File: config.mk
export PLATFORM = sky130hd
export DESIGN_NAME = pumd_decoder
export DESIGN_NICKNAME = d
export VERILOG_FILES = /design/src/core/pumd_pkg.sv /design/src/core/pumd_decoder.sv /design/src/core/pumd_skid_buffer.sv
export SDC_FILE = /design/constraint.sdc
export NUM_CORES = 1
export LEC_CHECK = 0
export ABC_AREA = 1
export BUFFER_PORTS_ARGS = -buffer_cell sky130_fd_sc_hd__buf_2
export CORE_MARGIN = 2
export CORE_UTILIZATION = 30
export DETAILED_ROUTE_END_ITERATION = 16
export PLACE_DENSITY = 0.55
export SLEW_MARGIN = 15
export SYNTH_ARGS = -nofsm -noshare
export SYNTH_HDL_FRONTEND = slang
export SYNTH_SLANG_ARGS = --single-unit
export TNS_END_PERCENT = 30
File: constraint.sdc
create_clock -name I_CLOCK -period 5.8 [get_ports I_CLOCK]
set_input_delay 0.58 -clock I_CLOCK [delete_from_list [all_inputs] [get_ports I_CLOCK]]
set_output_delay 0.58 -clock I_CLOCK [all_outputs]
set_load 0.1 [all_outputs]
File: src/core/pumd_pkg.sv
// Shared constants for the PCI memory-window decoder of the octal UART
package pumd_pkg;
	// PCI bus commands on C/BE during the address phase
	localparam logic [3:0] CMD_MEM_RD = 4'h6;
	localparam logic [3:0] CMD_MEM_WR = 4'h7;
	localparam logic [3:0] CMD_CFG_RD = 4'ha;
	localparam logic [3:0] CMD_CFG_WR = 4'hb;
	// Configuration dword byte offsets
	localparam logic [7:0] CFG_COMMAND = 8'h04;
	localparam logic [7:0] CFG_MEM_BASE = 8'h10;
	localparam logic [7:0] CFG_SUBSYS = 8'h2c;
	localparam logic [7:0] CFG_EXP_ROM = 8'h30;
	localparam logic [7:0] CFG_RSVD_A = 8'h34;
	localparam logic [7:0] CFG_RSVD_B = 8'h38;
	localparam logic [7:0] CFG_INT_ROUTE = 8'h3c;
	// Field positions and fixed values
	localparam int CMD_MEM_EN_BIT = 1;
	localparam int BASE_LSB = 12;
	localparam int BASE_W = 20;
	localparam logic [7:0] INT_PIN_VALUE = 8'h01;
	localparam logic [7:0] MAX_LAT_VALUE = 8'h00;
	localparam logic [7:0] MIN_GNT_VALUE = 8'h00;
	localparam logic [31:0] CFG_ZERO_WORD = 32'h0000_0000;
	localparam logic [31:0] SUBSYS_RST = 32'h0000_0000;
	localparam logic [7:0] INT_LINE_RST = 8'h00;
	localparam logic [BASE_W-1:0] BASE_RST = 20'h0_0000;
	// Window layout: 4K window, 8 blocks of 512 bytes
	localparam int WINDOW_BYTES = 4096;
	localparam int CHANNELS = 8;
	localparam int BLOCK_BYTES = 512;
	localparam int CH_W = 3;
	// Dword indices within a block
	localparam logic [6:0] DW_DEVCFG_LO = 7'h20;
	localparam logic [6:0] DW_DEVCFG_HI = 7'h24;
	localparam logic [4:0] DW_UART_TAG = 5'h00;
	localparam logic [2:0] DW_FIFO_TAG = 3'h4;
	localparam logic [1:0] DW_STAT_TAG = 2'h3;
	localparam int FIFO_BYTES = 64;
	// Pin synchroniser: {frame_n, irdy_n, idsel, cbe_n[3:0], ad[31:0]}
	localparam int PIN_W = 39;
	localparam logic [PIN_W-1:0] PIN_RST = 39'h60_0000_0000;
	// Transmit buffer entry: {channel, byte count, data}
	localparam int TXE_W = 38;
	localparam int TX_DEPTH = 2;
endpackage : pumd_pkg

File: src/core/pumd_decoder.sv
// PCI target: upper configuration header and 4K memory window decode for eight UART channels
`timescale 1ns/1ps
`default_nettype none
module pumd_decoder #(
	parameter int TX_BUF_DEPTH = pumd_pkg::TX_DEPTH
) (
	input wire logic I_CLOCK,
	input wire logic I_RESET_N,
	input wire logic I_FRAME_N,
	input wire logic I_IRDY_N,
	input wire logic I_IDSEL,
	input wire logic [3:0] I_CBE_N,
	input wire logic [31:0] I_AD,
	output logic [31:0] O_AD,
	output logic O_AD_OE_N,
	output logic O_TRDY_N,
	output logic O_DEVSEL_N,
	output logic O_STOP_N,
	output logic O_CTL_OE_N,
	input wire logic I_EE_LOAD,
	input wire logic [31:0] I_EE_SUBSYS,
	output logic O_REG_REQ,
	output logic O_REG_WR,
	output logic O_REG_DEVCFG,
	output logic [pumd_pkg::CH_W-1:0] O_REG_CH,
	output logic [8:0] O_REG_OFFSET,
	output logic [3:0] O_REG_BE,
	output logic [31:0] O_REG_WDATA,
	input wire logic [31:0] I_REG_RDATA,
	output logic O_RX_POP,
	output logic [pumd_pkg::CH_W-1:0] O_RX_CH,
	output logic [2:0] O_RX_COUNT,
	input wire logic [31:0] I_RX_DATA,
	input wire logic [31:0] I_RX_STATUS,
	output logic O_TX_VALID,
	input wire logic I_TX_READY,
	output logic [pumd_pkg::CH_W-1:0] O_TX_CH,
	output logic [2:0] O_TX_COUNT,
	output logic [31:0] O_TX_DATA
);
	import pumd_pkg::*;

	typedef enum logic [5:0] {
		ST_IDLE = 6'b000001,
		ST_WAIT_IRDY = 6'b000010,
		ST_EXEC = 6'b000100,
		ST_RDATA = 6'b001000,
		ST_XFER = 6'b010000,
		ST_TURN = 6'b100000
	} pumd_state_e;

	function automatic logic [2:0] lane_count(input logic [3:0] be);
		lane_count = 3'(be[0]) + 3'(be[1]) + 3'(be[2]) + 3'(be[3]);
	endfunction

	function automatic logic [4:0] lane_shift(input logic [3:0] be);
		if (be[0]) begin
			lane_shift = 5'd0;
		end else if (be[1]) begin
			lane_shift = 5'd8;
		end else if (be[2]) begin
			lane_shift = 5'd16;
		end else begin
			lane_shift = 5'd24;
		end
	endfunction

	// Pins come from the bus, so they are retimed before any decode
	logic [PIN_W-1:0] pin_meta_q;
	logic [PIN_W-1:0] pin_q;
	logic frame_n_s;
	logic irdy_n_s;
	logic idsel_s;
	logic [3:0] cbe_n_s;
	logic [31:0] ad_s;
	logic frame_prev_q;

	always_ff @(posedge I_CLOCK) begin
		if (!I_RESET_N) begin
			pin_meta_q <= PIN_RST;
			pin_q <= PIN_RST;
			frame_prev_q <= 1'b1;
		end else begin
			pin_meta_q <= {I_FRAME_N, I_IRDY_N, I_IDSEL, I_CBE_N, I_AD};
			pin_q <= pin_meta_q;
			frame_prev_q <= frame_n_s;
		end
	end
	assign {frame_n_s, irdy_n_s, idsel_s, cbe_n_s, ad_s} = pin_q;

	pumd_state_e state_q;
	pumd_state_e state_d;
	logic is_cfg_q;
	logic is_wr_q;
	logic [11:2] addr_q;
	logic [3:0] be_q;
	logic [31:0] wdata_q;
	logic [31:0] rdata_d;
	logic mem_en_q;
	logic [BASE_W-1:0] base_q;
	logic [31:0] subsys_q;
	logic [7:0] int_line_q;

	logic frame_start;
	logic cfg_hit;
	logic mem_hit;
	logic [CH_W-1:0] blk_ch;
	logic [6:0] blk_dw;
	logic rg_uart;
	logic rg_devcfg;
	logic rg_fifo;
	logic rg_stat;
	logic stat_ok;
	logic tx_ready;
	logic tx_push;
	logic [31:0] cfg_rd;
	logic [31:0] rx_lanes;
	logic [31:0] stat_word;

	assign frame_start = frame_prev_q && !frame_n_s;
	assign cfg_hit = idsel_s && (cbe_n_s == CMD_CFG_RD || cbe_n_s == CMD_CFG_WR) && (ad_s[1:0] == 2'b00);
	assign mem_hit = mem_en_q && (cbe_n_s == CMD_MEM_RD || cbe_n_s == CMD_MEM_WR)
		&& (ad_s[31:BASE_LSB] == base_q);

	assign blk_ch = addr_q[11:9];
	assign blk_dw = addr_q[8:2];
	assign rg_uart = (blk_dw[6:2] == DW_UART_TAG);
	assign rg_devcfg = (blk_ch == '0) && (blk_dw >= DW_DEVCFG_LO) && (blk_dw <= DW_DEVCFG_HI);
	assign rg_fifo = (blk_dw[6:4] == DW_FIFO_TAG);
	assign rg_stat = (blk_dw[6:5] == DW_STAT_TAG);
	// only 16 or 32 bit lanes
	assign stat_ok = (be_q == 4'b0011) || (be_q == 4'b1100) || (be_q == 4'b1111);

	always_comb begin
		state_d = state_q;
		case (state_q)
			ST_IDLE: begin
				if (frame_start && (cfg_hit || mem_hit)) begin
					state_d = ST_WAIT_IRDY;
				end
			end
			ST_WAIT_IRDY: begin
				if (!irdy_n_s) begin
					state_d = ST_EXEC;
				end
			end
			ST_EXEC: begin
				if (!is_cfg_q && !is_wr_q && (rg_uart || rg_devcfg)) begin
					state_d = ST_RDATA;
				end else if (!is_cfg_q && is_wr_q && rg_fifo && !tx_ready) begin
					state_d = ST_EXEC;
				end else begin
					state_d = ST_XFER;
				end
			end
			ST_RDATA: state_d = ST_XFER;
			ST_XFER: state_d = ST_TURN;
			ST_TURN: begin
				if (frame_n_s && irdy_n_s) begin
					state_d = ST_IDLE;
				end
			end
			default: state_d = ST_IDLE;
		endcase
	end

	always_ff @(posedge I_CLOCK) begin
		if (!I_RESET_N) begin
			state_q <= ST_IDLE;
		end else begin
			state_q <= state_d;
		end
	end

	// Address and data phase capture
	always_ff @(posedge I_CLOCK) begin
		if (!I_RESET_N) begin
			is_cfg_q <= 1'b0;
			is_wr_q <= 1'b0;
			addr_q <= '0;
			be_q <= 4'h0;
			wdata_q <= 32'h0000_0000;
		end else begin
			if (state_q == ST_IDLE && frame_start) begin
				is_cfg_q <= cfg_hit;
				is_wr_q <= cbe_n_s[0];
				addr_q <= ad_s[11:2];
			end
			if (state_q == ST_WAIT_IRDY && !irdy_n_s) begin
				be_q <= ~cbe_n_s;
				wdata_q <= ad_s;
			end
		end
	end

	// Configuration registers written by the host
	always_ff @(posedge I_CLOCK) begin
		if (!I_RESET_N) begin
			mem_en_q <= 1'b0;
			base_q <= BASE_RST;
			int_line_q <= INT_LINE_RST;
		end else if (state_q == ST_EXEC && is_cfg_q && is_wr_q) begin
			if ({addr_q[7:2], 2'b00} == CFG_COMMAND && be_q[0]) begin
				mem_en_q <= wdata_q[CMD_MEM_EN_BIT];
			end
			if ({addr_q[7:2], 2'b00} == CFG_MEM_BASE) begin
				if (be_q[3]) begin
					base_q[19:12] <= wdata_q[31:24];
				end
				if (be_q[2]) begin
					base_q[11:4] <= wdata_q[23:16];
				end
				if (be_q[1]) begin
					base_q[3:0] <= wdata_q[15:12];
				end
			end
			if ({addr_q[7:2], 2'b00} == CFG_INT_ROUTE && be_q[0]) begin
				int_line_q <= wdata_q[7:0];
			end
		end
	end

	always_ff @(posedge I_CLOCK) begin
		if (!I_RESET_N) begin
			subsys_q <= SUBSYS_RST;
		end else if (I_EE_LOAD) begin
			subsys_q <= I_EE_SUBSYS;
		end
	end

	always_comb begin
		cfg_rd = CFG_ZERO_WORD;
		case ({addr_q[7:2], 2'b00})
			CFG_COMMAND: cfg_rd = {30'h0000_0000, mem_en_q, 1'b0};
			CFG_MEM_BASE: cfg_rd = {base_q, 12'h000};
			CFG_SUBSYS: cfg_rd = subsys_q;
			CFG_EXP_ROM: cfg_rd = CFG_ZERO_WORD;
			CFG_RSVD_A: cfg_rd = CFG_ZERO_WORD;
			CFG_RSVD_B: cfg_rd = CFG_ZERO_WORD;
			CFG_INT_ROUTE: cfg_rd = {MAX_LAT_VALUE, MIN_GNT_VALUE, INT_PIN_VALUE, int_line_q};
			default: cfg_rd = CFG_ZERO_WORD;
		endcase
	end

	assign rx_lanes = I_RX_DATA << lane_shift(be_q);
	// data low, status high per pair
	always_comb begin
		stat_word = 32'h0000_0000;
		case (be_q)
			4'b0011: stat_word = {16'h0000, I_RX_STATUS[7:0], I_RX_DATA[7:0]};
			4'b1100: stat_word = {I_RX_STATUS[7:0], I_RX_DATA[7:0], 16'h0000};
			4'b1111: stat_word = {I_RX_STATUS[15:8], I_RX_DATA[15:8], I_RX_STATUS[7:0], I_RX_DATA[7:0]};
			default: stat_word = 32'h0000_0000;
		endcase
	end

	// Read data picked in the cycle before the data phase, so it lands in O_AD together with TRDY
	always_comb begin
		rdata_d = 32'h0000_0000;
		if (state_q == ST_EXEC && !is_wr_q) begin
			if (is_cfg_q) begin
				rdata_d = cfg_rd;
			end else if (rg_fifo) begin
				rdata_d = rx_lanes;
			end else if (rg_stat && stat_ok) begin
				rdata_d = stat_word;
			end else begin
				rdata_d = 32'h0000_0000;
			end
		end else if (state_q == ST_RDATA) begin
			rdata_d = I_REG_RDATA;
		end
	end

	// Requests toward channel registers and FIFOs
	always_ff @(posedge I_CLOCK) begin
		if (!I_RESET_N) begin
			O_REG_REQ <= 1'b0;
			O_REG_WR <= 1'b0;
			O_REG_DEVCFG <= 1'b0;
			O_REG_CH <= '0;
			O_REG_OFFSET <= 9'h000;
			O_REG_BE <= 4'h0;
			O_REG_WDATA <= 32'h0000_0000;
			O_RX_POP <= 1'b0;
			O_RX_CH <= '0;
			O_RX_COUNT <= 3'h0;
		end else begin
			O_REG_REQ <= 1'b0;
			O_RX_POP <= 1'b0;
			if (state_q == ST_EXEC && !is_cfg_q) begin
				if (rg_uart || rg_devcfg) begin
					O_REG_REQ <= 1'b1;
					O_REG_WR <= is_wr_q;
					O_REG_DEVCFG <= rg_devcfg;
					O_REG_CH <= blk_ch;
					O_REG_OFFSET <= {blk_dw, 2'b00};
					O_REG_BE <= be_q;
					O_REG_WDATA <= wdata_q;
				end
				if (!is_wr_q && rg_fifo && be_q != 4'h0) begin
					O_RX_POP <= 1'b1;
					O_RX_CH <= blk_ch;
					O_RX_COUNT <= lane_count(be_q);
				end
				if (!is_wr_q && rg_stat && stat_ok) begin
					O_RX_POP <= 1'b1;
					O_RX_CH <= blk_ch;
					O_RX_COUNT <= (be_q == 4'b1111) ? 3'd2 : 3'd1;
				end
			end
		end
	end

	assign tx_push = (state_q == ST_EXEC) && !is_cfg_q && is_wr_q && rg_fifo && (be_q != 4'h0);

	// A full buffer holds the data phase open instead of dropping the word
	pumd_skid_buffer #(
		.WIDTH(TXE_W),
		.DEPTH(TX_BUF_DEPTH)
	) u_tx_buf (
		.i_clock(I_CLOCK),
		.i_reset_n(I_RESET_N),
		.i_valid(tx_push),
		.o_ready(tx_ready),
		.i_data({blk_ch, lane_count(be_q), wdata_q >> lane_shift(be_q)}),
		.o_valid(O_TX_VALID),
		.i_ready(I_TX_READY),
		.o_data({O_TX_CH, O_TX_COUNT, O_TX_DATA})
	);

	// Bus outputs registered from the next state
	always_ff @(posedge I_CLOCK) begin
		if (!I_RESET_N) begin
			O_TRDY_N <= 1'b1;
			O_STOP_N <= 1'b1;
			O_DEVSEL_N <= 1'b1;
			O_CTL_OE_N <= 1'b1;
			O_AD_OE_N <= 1'b1;
			O_AD <= 32'h0000_0000;
		end else begin
			// Single data phase per claim: disconnect with the data
			O_TRDY_N <= (state_d != ST_XFER);
			O_STOP_N <= (state_d != ST_XFER);
			O_DEVSEL_N <= !(state_d == ST_WAIT_IRDY || state_d == ST_EXEC
				|| state_d == ST_RDATA || state_d == ST_XFER);
			O_CTL_OE_N <= (state_d == ST_IDLE);
			O_AD_OE_N <= !(state_d == ST_XFER && !is_wr_q);
			O_AD <= (state_d == ST_XFER && !is_wr_q) ? rdata_d : 32'h0000_0000;
		end
	end
endmodule // pumd_decoder
`default_nettype wire

File: src/core/pumd_skid_buffer.sv
// Small valid/ready buffer for transmit words bound for the channel FIFOs
`timescale 1ns/1ps
`default_nettype none
module pumd_skid_buffer #(
	parameter int WIDTH = 38,
	parameter int DEPTH = 2
) (
	input wire logic i_clock,
	input wire logic i_reset_n,
	input wire logic i_valid,
	output logic o_ready,
	input wire logic [WIDTH-1:0] i_data,
	output logic o_valid,
	input wire logic i_ready,
	output logic [WIDTH-1:0] o_data
);
	localparam int PW = (DEPTH > 1) ? $clog2(DEPTH) : 1;
	// Sized to the fill counter: a PW-bit cast would wrap DEPTH to zero and never signal ready
	localparam logic [PW:0] DEPTH_C = DEPTH[PW:0];

	logic [WIDTH-1:0] mem_q [DEPTH];
	logic [PW-1:0] wr_ptr_q;
	logic [PW-1:0] rd_ptr_q;
	logic [PW:0] fill_q;
	logic push;
	logic pop;

	assign o_ready = (fill_q != DEPTH_C);
	assign o_valid = (fill_q != '0);
	assign o_data = mem_q[rd_ptr_q];
	assign push = i_valid && o_ready;
	assign pop = o_valid && i_ready;

	always_ff @(posedge i_clock) begin
		if (push) begin
			mem_q[wr_ptr_q] <= i_data;
		end
	end

	always_ff @(posedge i_clock) begin
		if (!i_reset_n) begin
			wr_ptr_q <= '0;
			rd_ptr_q <= '0;
			fill_q <= '0;
		end else begin
			if (push) begin
				wr_ptr_q <= (wr_ptr_q == PW'(DEPTH - 1)) ? '0 : wr_ptr_q + 1'b1;
			end
			if (pop) begin
				rd_ptr_q <= (rd_ptr_q == PW'(DEPTH - 1)) ? '0 : rd_ptr_q + 1'b1;
			end
			if (push && !pop) begin
				fill_q <= fill_q + 1'b1;
			end else if (pop && !push) begin
				fill_q <= fill_q - 1'b1;
			end
		end
	end
endmodule // pumd_skid_buffer
`default_nettype wire

== After elaboration in Yosys (flattened, before gate mapping) ==
Memory sizes are Yosys's and may differ from the RTL's. A register that Yosys moved wholly into a read port is not among the register bits.
Index checks and enable logic that the tools add are counted.

* RAM bits: 76
* Memories kept: 1
* Flip-flop bits (word level): 290
* Word-level logic and storage cells: 174

* Eq/ne operators: 27
* Add/subtract/negate cells: 7
* Muxes and demuxes: 32
* Bitwise logic cells: 1
* Reduce and logical (&&, ||, !) cells: 69
* Order comparisons: 2
* Shift-type cells: 2

{| class="wikitable"
|+ Memory list
! name !! depth !! width !! read ports !! clocked after Yosys merged registers in !! write ports !! line !! text
|-
| u_tx_buf.mem_q || 2 || 38 || 1 || 1 || 1 || pumd_skid_buffer.sv:21 || <nowiki>logic [WIDTH-1:0] mem_q [DEPTH];</nowiki>
|}

{| class="wikitable"
|+ Operators by type and width
! cell !! count
|-
| two-way mux 32 bit || 5
|-
| one-hot mux 32 bit (4 select lines) || 1
|-
| one-hot mux 32 bit (3 select lines) || 1
|-
| one-hot mux 6 bit (6 select lines) || 1
|-
| logical AND 1 bit || 35
|-
| << shifter 32 x 5 -> 32 bit || 1
|-
| right shift 32 x 5 -> 32 bit || 1
|-
| equality test 6 x 4 -> 1 bit (second input constant) || 4
|-
| equality test 20 bit || 1
|-
| two-way mux 5 bit || 4
|-
| equality test 6 x 1 -> 1 bit (second input constant) || 3
|-
| equality test 6 x 3 -> 1 bit (second input constant) || 3
|-
| two-way mux 6 bit || 3
|-
| equality test 4 bit (second input constant) || 4
|-
| equality test 6 x 2 -> 1 bit (second input constant) || 2
|-
| equality test 6 x 5 -> 1 bit (second input constant) || 2
|-
| two-way mux 3 bit || 4
|-
| AND reduction 2 bit || 6
|-
| logical NOT 1 bit || 9
|-
| logical OR 1 bit || 9
|-
| two-way mux 1 bit || 9
|-
| AND reduction 3 bit || 3
|-
| equality test 4 x 3 -> 1 bit (second input constant) || 2
|-
| greater-or-equal comparator 7 x 6 -> 1 bit (second input constant) || 1
|-
| 21 further kinds || 26
|}

== Logic depth before layout (Yosys ltp) ==
Gate-level depths: netlist (run 1).

* Word-level depth: 13
* Mapped depth: 13
* Gate-level depth less buffers: 12

== Hierarchy ==
Synthesis (run 1) repeated with hierarchy kept, for this count alone.

* Cell total of the unflattened synthesis: 1898
* Area total of the unflattened synthesis: 15474.8 um^2

{| class="wikitable"
|+ By module, submodules not included
! module !! cells an instance !! times used !! sequential area each (um^2) !! area an instance (um^2)
|-
| pumd_decoder || 1743 || 1 || 5725.5 || 12410.7
|-
| pumd_skid_buffer || 155 || 1 || 2382.3 || 3064.2
|}

== Worst setup path after synthesis (run 1) ==
OpenSTA, ideal clock, no wires.

* Path kind: register to register
* From: register be_q[0]
* To: memory u_tx_buf.mem_q[1][0] (enable)
* Arrival: 2783 ps
* Library setup time: 435 ps
* Clock period less this slack: 3217 ps
* Cell stages (with the launch flop): 8
* Path slack: 2583 ps
* Required time: 5365 ps
* Cells stage by stage: dfxtp_1 > inv_2 > ha_1 > inv_2 > nor2_1 > nor2_1 > nand3b_1 > nor2_1

* Cells in the longest elaborated chain, start to end: 5

{| class="wikitable"
|+ RTL lines
! what !! line !! text
|-
| from (decl) || pumd_decoder.sv:96 || <nowiki>logic [3:0] be_q;</nowiki>
|-
| from (signal assigned) || pumd_decoder.sv:190 || <nowiki>be_q <= ~cbe_n_s;</nowiki>
|-
| nonzero test 4 bit || pumd_decoder.sv:315 || <nowiki>assign tx_push = (state_q == ST_EXEC) && !is_cfg_q && is_wr_q && rg_fifo && (be_q != 4'h0);</nowiki>
|-
| logical AND 1 bit || pumd_decoder.sv:315 ||
|-
| logical AND 1 bit || pumd_skid_buffer.sv:31 || <nowiki>assign push = i_valid && o_ready;</nowiki>
|-
| two-way mux 1 bit || pumd_skid_buffer.sv:35 || <nowiki>if (push) begin</nowiki>
|-
| two-way mux 1 bit (not written as such) || pumd_skid_buffer.sv:36 || <nowiki>mem_q[wr_ptr_q] <= i_data;</nowiki>
|-
| to (decl) || pumd_skid_buffer.sv:21 ||
|}

No other way between the ends.

== Worst setup path in the final report (run 1) ==
* From: register be_q[0]
* To: memory u_tx_buf.mem_q[1][13] (enable)

Same word-level chain as after synthesis.

==> results.yml, run 1 <==
worst_setup_path:
  r2r_start: "be_q[0]"
  crit_required_ps: 6030
  critPathKind: "reg -> reg"
  cp_max_fo: 32
  crit_path_end_kind: "register"
  timing.rr.end: "u_tx_buf.mem_q[1][13]"
  cp_data_arrival_time_ps: 3340
  crit_start: "be_q[0]"
  crit_path_start_kind: "register"
  r2r_cells: 9
  r2r_slack_ps: 2690
floorplan:
  num_rows: 83
  dieArea_sq_mm: 0.0532
  pin_count: 305
  fp.coreArea_sq_mm: 0.0510
  start_util_pct: 30.2
  die_x_microns: 231
  die_h_microns: 231
synth:
  synth_top_family_by_area: "simple AND/OR/NAND/NOR gates"
  ys_ff_latch: 367
  synth-simple-area-share_pct: 19.2
  synth_compound_area_share_pct: 15.6
  synth_adder_area_share_pct: 0.536
  muxShareOfSynthArea_pct: 2.78
  ys_seq_area_share_pct: 52.6
  synth_xor_area_share_pct: 0.114
  synth.distinct_cells: 47
  synthCells: 1921
  synth_area_per_cell_sq_um: 8.02
  yosysWarningCount: 0
  synthesis.area_sq_mm: 0.0154
placed_design:
  io_buffers: 286
  gp_congestion: 0.848
  hpwl_microns: 38700
  place_inst: 2789
global_route:
  grt_use_total_pct: 19.2
  use_met2_pct: 30.6
  antenna_found_initial: 3
  grt_pass1_vias: 12700
  grt_pass1_wl_microns: 77500
  met3_usage_pct: 3.53
  grtUsageMet1_pct: 26.1
  busiest_layer: "met2"
  grt_max_degree: 92
  grt_overflow: 0
clock_tree:
  clk_pin_slew_ps: 60
  cts_root_buf: "clkbuf_16"
  cts_setup_buffers: 0
  cts_resized: 0
  clock_path_buffers: 3
  cts_hold_buf: 0
  cts_buffers: 40
  clkSinkCount: 367
  htree_levels: 2
  insertion_delay_ps: 590
  cts_tree: "done"
power:
  power_leakage_nw: 7.97
  switchingPower_mw: 1.31
  finalPower_mw: 5.65
  comb_power_share_pct: 4.8
  seq_power_share_pct: 47.3
  netSwitchingFraction_pct: 23.1
  power_density_mw_per_mm2: 303
  p_int_mw: 4.34
  ir_worst_vdd_uv: 162
  clockPowerShare_pct: 47.9
sta:
  clock_skew_ps: 26.9
  fin_crit_sh_pct: 53.6
  hold_viol_final: 0
  slew_headroom_pct: 28.9
  maxSlewViolCount: 0
  rsz0062_at_grt: "no"
  fin_setup_tns_ps: 0
  fmax_ghz: 0.322
  setup_viol: 0
  period_needed_ps: 3110
  tightest_slew_ps: 1060
drt:
  vias: 13500
  viasPerCell: 4.70
  ant_nets: 0
  drtPass1Iterations: 5
  drt_iter0_drc: 1012
  drc: 0
  wl_microns: 52400
  routedWlPerCell_microns: 18.3
finish:
  area_delta_synth_final_pct: 21.1
  drive_gt1_share_pct: 20.5
  final_nets: 2328
  fin_cells: 2861
  final_cell_mix: "nand2_1, dfxtp_1, buf_2"
  mostFrequentLayoutCell: "nand2_1"
  diodes: 0
hold_path:
  hold-path-endpoint: "pin_meta_q[29]"
  min-delay-start: "I_AD[29]"
  hold_class: "in -> reg"
  worstHoldPathCells: 3
flow_run:
  cap_violations: 0
outcome:
  status: "completed"
layer usage:
layer / vias up / share of wire (%)
met5: - / 0.071
met4: 6 / 3.2
met3: 87 / 5.7
met2: 385 / 46
met1: 6305 / 45
li1: 6669 / -
state kept, by name (all words and copies together), names as in the netlist, 3 cells and up, named ones only:
register and flops:
O_REG_BE 4, subsys_q 32, O_AD 32, u_tx_buf.mem_q 76
O_REG_OFFSET 7, state_q 6, O_RX_COUNT 3, be_q 4
O_REG_CH 3, int_line_q 8, base_q 20, pin_q 39
addr_q 10, O_RX_CH 3, wdata_q 32, pin_meta_q 39
O_REG_WDATA 32
power by group through the flow:
| stage | sequential [mW] | combinational [mW] | clock (mW) |
|---|---|---|---|
| after floorplan | 2.71 | 0.168 | 0 |
| after global placement | 2.73 | 0.272 | 0 |
| after detailed placement | 2.73 | 0.273 | 0 |
| after CTS | 2.67 | 0.275 | 2.77 |
| after global routing | 2.68 | 0.303 | 2.87 |
| final | 2.67 | 0.271 | 2.71 |
critical path, stage by stage (launching register included):
cell and delay [ps]:
dfxtp_1 500, inv_2 90, ha_1 200, buf_4 260, inv_2 350, nor2_1 140, nor2_1 110, nand3b_1 230
nor2_4 420, buf_4 430
metrics by stage:
step	cell area (sq um)	util [%]	hold slack, ps	setup WS (ps)
floorplan	15400	-	390	2580
global route	18700	36.6	168	2460
finish	18700	36.6	187	2690
global placement	17300	33.9	400	2760
CTS	18700	36.6	158	2680
detailed placement	17300	33.9	404	2700
synth_stat cells (all sizes together):
| cell | instances | area (sq um) |
|---|---|---|
| or2 | 5 | 31.3 |
| o21ai | 243 | 1220 |
| edfxtp | 76 | 2280 |
| conb | 1 | 3.75 |
| o22ai | 16 | 100 |
| clkbuf | 58 | 218 |
| nand4 | 12 | 90.1 |
| xnor2 | 1 | 8.76 |
| fa | 1 | 20.0 |
| nor3 | 12 | 71.3 |
| nand3b | 1 | 7.51 |
| ha | 5 | 62.6 |
| a31oi | 4 | 25.0 |
| a21oi | 161 | 810 |
| o31ai | 2 | 15.0 |
| a32oi | 1 | 8.76 |
| o211ai | 28 | 225 |
| and2 | 2 | 12.5 |
| nand3 | 52 | 300 |
| xor2 | 1 | 8.76 |
| dfxtp | 291 | 5830 |
| nand2 | 409 | 1560 |
| inv | 224 | 843 |
| nor2 | 219 | 877 |
| buf | 53 | 322 |
| nor3b | 1 | 7.51 |
| mux2 | 38 | 428 |
| clkinv | 4 | 16.3 |
worst max-delay path by stage:
stage	slack (ps)	cells past startpoint	to
6_report	2690	9	u_tx_buf.mem_q[1][13]
5_1_grt	2460	9	u_tx_buf.mem_q[1][26]
4_1_cts	2680	9	u_tx_buf.mem_q[1][13]
3_5_place_dp	2700	9	u_tx_buf.mem_q[1][12]
3_3_place_gp	2760	9	u_tx_buf.mem_q[1][13]
2_1_floorplan	2580	7	u_tx_buf.mem_q[1][0]
area by class of cell:
cell class | instances | area, sq um
Multi-Input combinational cell | 1216 | 5920
Timing Repair Buffer | 298 | 1530
Fill cell | 5368 | 32300
Sequential cell | 367 | 8110
Clock buffer | 54 | 1090
Inverter | 228 | 860
Clock inverter | 18 | 295
Tap cell | 680 | 851
kinds of logic (layout without fill, tap and decap cells):
logic type	Yosys count	after routing
adders and majority gates	6	6
and+or+nand+nor	713	713
other	1	2
buffers and inverters	339	598
muxes	38	38
AOI/OAI and AO/OA	455	455
DFF	367	367
xor gates and xnor gates	2	2
Note: power is estimated with default switching activity, not from simulation.
==> run 2, diff against run 1 <==
--- a/config.mk
+++ b/config.mk
@@ -5,12 +5,12 @@
 export SDC_FILE = /design/constraint.sdc
 export NUM_CORES = 1
 export LEC_CHECK = 0
-export ABC_AREA = 1
+export ABC_AREA = 0
 export BUFFER_PORTS_ARGS = -buffer_cell sky130_fd_sc_hd__buf_2
 export CORE_MARGIN = 2
 export CORE_UTILIZATION = 30
 export DETAILED_ROUTE_END_ITERATION = 16
-export PLACE_DENSITY = 0.55
+export PLACE_DENSITY = 0.57
 export SLEW_MARGIN = 15
 export SYNTH_ARGS = -nofsm -noshare
 export SYNTH_HDL_FRONTEND = slang
==> constraint.sdc (replaced) <==
create_clock -name I_CLOCK -period 2.7 [get_ports I_CLOCK]
set_input_delay 0.27 -clock I_CLOCK [delete_from_list [all_inputs] [get_ports I_CLOCK]]
set_output_delay 0.27 -clock I_CLOCK [all_outputs]
set_load 0.1 [all_outputs]
==> run 2 against run 1 <==
Via count is 8.6% lower; worst hold slack worse by 160 ps; clock-buffer cell count increased by 4; first-iteration DRC count is 7.5% higher; non-clock buffer count increased by 139; register-to-register slack worse by 2500 ps; final area is 6.3% higher; die area fell by 3.3%; total power is 110% higher; sequential power increased by 110%; highest routed layer unchanged.
==> results.yml, run 2 <==
sta:
  fmax_ghz: 0.395
  hold_viol_final: 0
  period_needed_ps: 2530
  slew_headroom_pct: 32.5
  tightest_slew_ps: 1010
  rsz0062_at_grt: "no"
  maxSlewViolCount: 0
  clock_skew_ps: 22.0
  setup_viol: 0
  fin_crit_sh_pct: 93.8
worst_setup_path:
  path_delay_family: "simple AND/OR/NAND/NOR gates"
  r2r_cells: 7
  critPathBufInv: 0
  critPathMaxStageDelay_ps: 510
  crit_path_frequent_cell: "or3_1"
  worst-path-stages: 7
  cp_data_arrival_time_ps: 3020
  critPathKind: "reg -> reg"
  cp_slowest_cell: "or4b_4"
  crit_path_end_kind: "register"
  cp_cell_sequence: "or4b_4 -> or3_1 -> nor2_4 -> and4_4 -> ha_1 -> or3_1 -> a21oi_1"
  crit_path_start_kind: "register"
  crit_required_ps: 3190
  cp_max_fo: 5
synth:
  synth.distinct_cells: 63
  synth_enable_flop_cells: 76
  ys_seq_area_share_pct: 54.5
  yosys-top-cells-count: "dfxtp_1, nand2_1, a21oi_1"
  synth_ff_type: "dfxtp_1"
  yosys.area.top_type: "dfxtp_1"
  synth_top_area_share_pct: 39.1
  synth.area.top_cells: "dfxtp_1, edfxtp_1, mux2i_1"
  synthesis.area_sq_mm: 0.0149
  yosysWarningCount: 0
  synth_area_per_cell_sq_um: 10.1
  ys_async_sr_fraction_pct: 0
  ys_ff_latch: 367
  synth.most_common_cell: "dfxtp_1"
  synthCells: 1474
clock_tree:
  cts_tree: "done"
  cts_resized: 0
  clock_path_buffers: 3
  htree_levels: 2
  clkSinkCount: 367
  cts_root_buf: "clkbuf_16"
  cts_buffers: 42
  clk_pin_slew_ps: 60
  cts_setup_buffers: 0
  insertion_delay_ps: 570
finish:
  mostFrequentLayoutCell: "dfxtp_1"
  regMostFlops: "u_tx_buf.mem_q"
  drive_gt1_share_pct: 26.3
  fin_util_pct: 40.5
  top_regs: "u_tx_buf.mem_q (76), pin_meta_q (39), pin_q (39)"
  fillers: 4813
  final_nets: 2016
  final_cell_mix: "dfxtp_1, buf_2, nand2_1"
  fin_cells: 2535
  largest_reg_flops: 76
  area_delta_synth_final_pct: 33.2
global_route:
  grt_max_degree: 153
  grt_overflow: 0
  grt_pass1_wl_microns: 72700
  antenna_found_initial: 3
  grt_use_total_pct: 18.9
  grt_pass1_vias: 12100
drt:
  ant_nets: 0
  viasPerCell: 4.85
  drc: 0
  routedWlPerCell_microns: 19.7
  vias: 12300
  wl_microns: 49900
  drtPass1Iterations: 5
  drt_iter0_drc: 1088
placed_design:
  io_buffers: 286
  gp_congestion: 0.877
  place_inst: 2356
  hpwl_microns: 36300
floorplan:
  num_rows: 81
  fp.coreArea_sq_mm: 0.0490
  die_x_microns: 227
  die_h_microns: 227
  pin_count: 305
  start_util_pct: 30.4
  dieArea_sq_mm: 0.0514
hold_path:
  hold_class: "in -> reg"
  worstHoldPathCells: 3
outcome:
  status: "completed"
power:
  power_density_mw_per_mm2: 602
  ir_worst_vdd_uv: 429
  power_leakage_nw: 7.70
flow_run:
  cap_violations: 0
[run 2: cell count changes in the layout (fill, tap and decap cells not counted), moves of 23 or more]
cell           delta
dlygate4sd3_1   +103
nor2_1           -91
a22oi_1          +62
inv_1           -205
and2_1           +96
buf_12           +25
o211ai_1         -23
nand2_1         -204
buf_4            +28
a21oi_1          -33
mux2i_1          +88
o21ai_0         -221
[run 2: timing repair]
action                                 in CTS  in global routing
setup endpoints to repair                   0                  0
endpoints found under the hold margin     102                  0
hold buffers                              103                  0
[run 2: cells by family after synthesis]
group	after synthesis	share of synthesized area [%]
and+or+nand+nor	519	16.7
DFF	367	54.5
AOI/OAI and AO/OA	289	12.4
muxes	143	10.7
buffers and inverters	124	3.61
xor gates and xnor gates	25	1.47
adders and majority gates	6	0.555
other	1	0.0252
[run 2: final timing paths]
check	start	slack, ps	end
worst max-delay path	state_q[2]	170	u_tx_buf.fill_q[1]
worst min-delay path	I_EE_SUBSYS[18]	30	subsys_q[18]
worst max register to register	state_q[2]	170	u_tx_buf.fill_q[1]
worst min register to register	pin_meta_q[37]	420	pin_q[37]
[run 2: final cells by class]
type / count / area (sq um) / share of cell area [%]
clock inverter: 17 / 176 / 0.890
antenna: 1 / 2.50 / 0.0126
tap: 664 / 831 / 4.19
inverter: 7 / 28.8 / 0.145
timing repair buffer: 437 / 3180 / 16.0
clock buffer: 58 / 1210 / 6.12
sequential: 367 / 8110 / 40.9
multi-input combinational: 984 / 6280 / 31.7
[run 2: metal layers]
layer  vias up  global-route usage, %  share of wire (%)
met5         -                      0              0.054
met4         4                   6.88                3.1
met3        99                   2.80                5.7
met2       435                   32.0                 49
met1      5861                   24.4                 42
li1       5896                      -                  -
[run 2: worst register-to-register path, cell delays in order, from the launching register on]
cell and delay, ps:
dfxtp_1 410, or4b_4 510, or3_1 390, nor2_4 110, and4_4 260, ha_1 270, or3_1 360, a21oi_1 160
[run 2: power breakdown]
group | total, mW | internal (mW) | switching [mW]
Clock | 5.70 | 3.43 | 2.28
Combinational | 0.515 | 0.284 | 0.231
Sequential | 5.71 | 5.66 | 0.0500
[run 2: metrics by stage]
step	setup WS, ps	hold WS, ps	TNS [ps]	power (mW)	area [sq um]
after floorplan	-18.1	371	-687	6.02	14900
after global placement	222	402	0	6.22	17400
after detailed placement	184	416	0	6.22	17400
after CTS	165	3.39	0	12.1	19800
after global routing	11.9	39.9	0	12.3	19800
final	167	29.3	0	11.9	19800
==> run 3, diff against run 2 <==
--- a/config.mk
+++ b/config.mk
@@ -7,7 +7,6 @@
 export LEC_CHECK = 0
 export ABC_AREA = 0
 export BUFFER_PORTS_ARGS = -buffer_cell sky130_fd_sc_hd__buf_2
-export CORE_MARGIN = 2
 export CORE_UTILIZATION = 30
 export DETAILED_ROUTE_END_ITERATION = 16
 export PLACE_DENSITY = 0.57
==> run 3 against run 2 <==
Global-route usage increased by 0.38 points; sequential share of layout area up 0.11 points; largest power group unchanged; highest routed layer unchanged; combinational power is 0.8% higher.
==> results.yml, run 3 (synthesis results as in run 2) <==
finish:
  final_cell_mix: "dfxtp_1, buf_2, nand2_1"
  largest_reg_flops: 76
  regMostFlops: "u_tx_buf.mem_q"
  finalInstanceArea_sq_mm: 0.0198
  final_nets: 2019
  top_regs: "u_tx_buf.mem_q (76), pin_meta_q (39), pin_q (39)"
  drive_gt1_share_pct: 26.3
  mostFrequentLayoutCell: "dfxtp_1"
  area_delta_synth_final_pct: 32.8
worst_setup_path:
  cp_cell_sequence: "or4b_4 -> or3_1 -> buf_4 -> nor2_4 -> buf_4 -> a22oi_1 -> nor2_1"
  r2r_slack_ps: 110
  crit_path_end_kind: "register"
  cp_data_arrival_time_ps: 3100
  cp_slowest_cell: "or4b_4"
  crit_path_start_kind: "register"
  crit_start: "state_q[2]"
  r2r_cells: 7
  timing.rr.end: "O_AD[15]"
  r2r_start: "state_q[2]"
  critPathKind: "reg -> reg"
  cp_max_fo: 19
  crit_path_frequent_cell: "buf_4"
  critPathBufInv: 2
  crit_required_ps: 3200
  path_delay_family: "simple AND/OR/NAND/NOR gates"
  critPathMaxStageDelay_ps: 520
global_route:
  grt_pass1_vias: 11900
  grt_overflow: 0
  antenna_found_initial: 4
  grt_use_total_pct: 19.3
  grt_pass1_wl_microns: 72900
  grt_max_degree: 168
clock_tree:
  clk_pin_slew_ps: 60
  clkSinkCount: 367
  cts_root_buf: "clkbuf_16"
  htree_levels: 2
  clock_path_buffers: 3
  insertion_delay_ps: 570
  cts_tree: "done"
  cts_buffers: 42
drt:
  wl_microns: 49900
  viasPerCell: 4.84
  drt_iter0_drc: 990
  drtPass1Iterations: 5
  routedWlPerCell_microns: 19.7
  drc: 0
  ant_nets: 0
  vias: 12300
sta:
  fmax_ghz: 0.386
  hold_ws_ps: 19.2
  maxSlewViolCount: 0
  clock_skew_ps: 26.3
  fin_crit_sh_pct: 96.0
  period_needed_ps: 2590
  rsz0062_at_grt: "no"
  hold_viol_final: 0
  slew_headroom_pct: 45.9
  tightest_slew_ps: 811
  setup_viol: 0
power:
  power_density_mw_per_mm2: 597
  power_leakage_nw: 7.67
  finalPower_mw: 11.8
  ir_worst_vdd_uv: 346
floorplan:
  die_h_microns: 225
  num_rows: 81
  dieArea_sq_mm: 0.0505
  pin_count: 305
  die_x_microns: 225
  fp.coreArea_sq_mm: 0.0490
  start_util_pct: 30.4
hold_path:
  min-delay-start: "I_REG_RDATA[15]"
  worstHoldPathCells: 3
  hold-path-endpoint: "O_AD[15]"
  hold_class: "in -> reg"
placed_design:
  hpwl_microns: 36000
  dpl-instance-area_sq_mm: 0.0174
  io_buffers: 286
  gp_congestion: 0.866
flow_run:
  cap_violations: 0
outcome:
  status: "completed"
[run 3: repair_timing]
item	4_1_cts	5_1_grt
buffers inserted	0	0
endpoints found under the hold margin	102	0
endpoints found under the setup margin	0	0
gates resized for setup	0	0
hold buffers	103	0
[run 3: report_power, final]
part	total (mW)	internal, mW	switching [mW]
registers	5.71	5.66	0.0499
logic	0.519	0.285	0.235
clock network	5.58	3.23	2.35
[run 3: area by class of cell]
class | instances | area [sq um]
fill | 4827 | 29200
sequential | 367 | 8110
multi-input combinational | 984 | 6280
timing repair buffer | 440 | 3160
clock buffer | 61 | 1200
tap | 664 | 831
clock inverter | 16 | 146
inverter | 7 | 28.8
antenna | 1 | 2.50
[run 3: worst register-to-register path: stages, from the launching register on]
cell and delay, ps:
dfxtp_1 420, or4b_4 520, or3_1 390, buf_4 200, nor2_4 470, buf_4 310
a22oi_1 100, nor2_1 120
[run 3: metal layers]
metal	up-vias	track usage (%)	wire length (microns)
met4	2	4.74	861
met5	-	0	13
met1	5956	25.3	21800
met2	382	32.9	24600
li1	5903	-	-
met3	59	3.21	2590
[run 3: per-stage QoR]
step / worst slack (ps) / setup TNS, ps / instances / utilization, %
6_report: 107 / 0 / 2540 / 40.4
5_1_grt: 10.6 / 0 / 2540 / 40.4
4_1_cts: 144 / 0 / 2539 / 40.4
3_5_place_dp: 171 / 0 / 2359 / 35.5
3_3_place_gp: 214 / 0 / 2359 / 35.5
2_1_floorplan: -18.1 / -687 / 1475 / -
[run 3: worst max-delay path by stage]
stage	end	slack, ps	cells past startpoint
after floorplan	u_tx_buf.mem_q[0][0]	-20	6
after global placement	u_tx_buf.fill_q[1]	210	7
after detailed placement	O_AD[15]	170	7
after CTS	O_AD[15]	140	7
after global routing	O_AD[9]	10	8
final	O_AD[15]	110	7
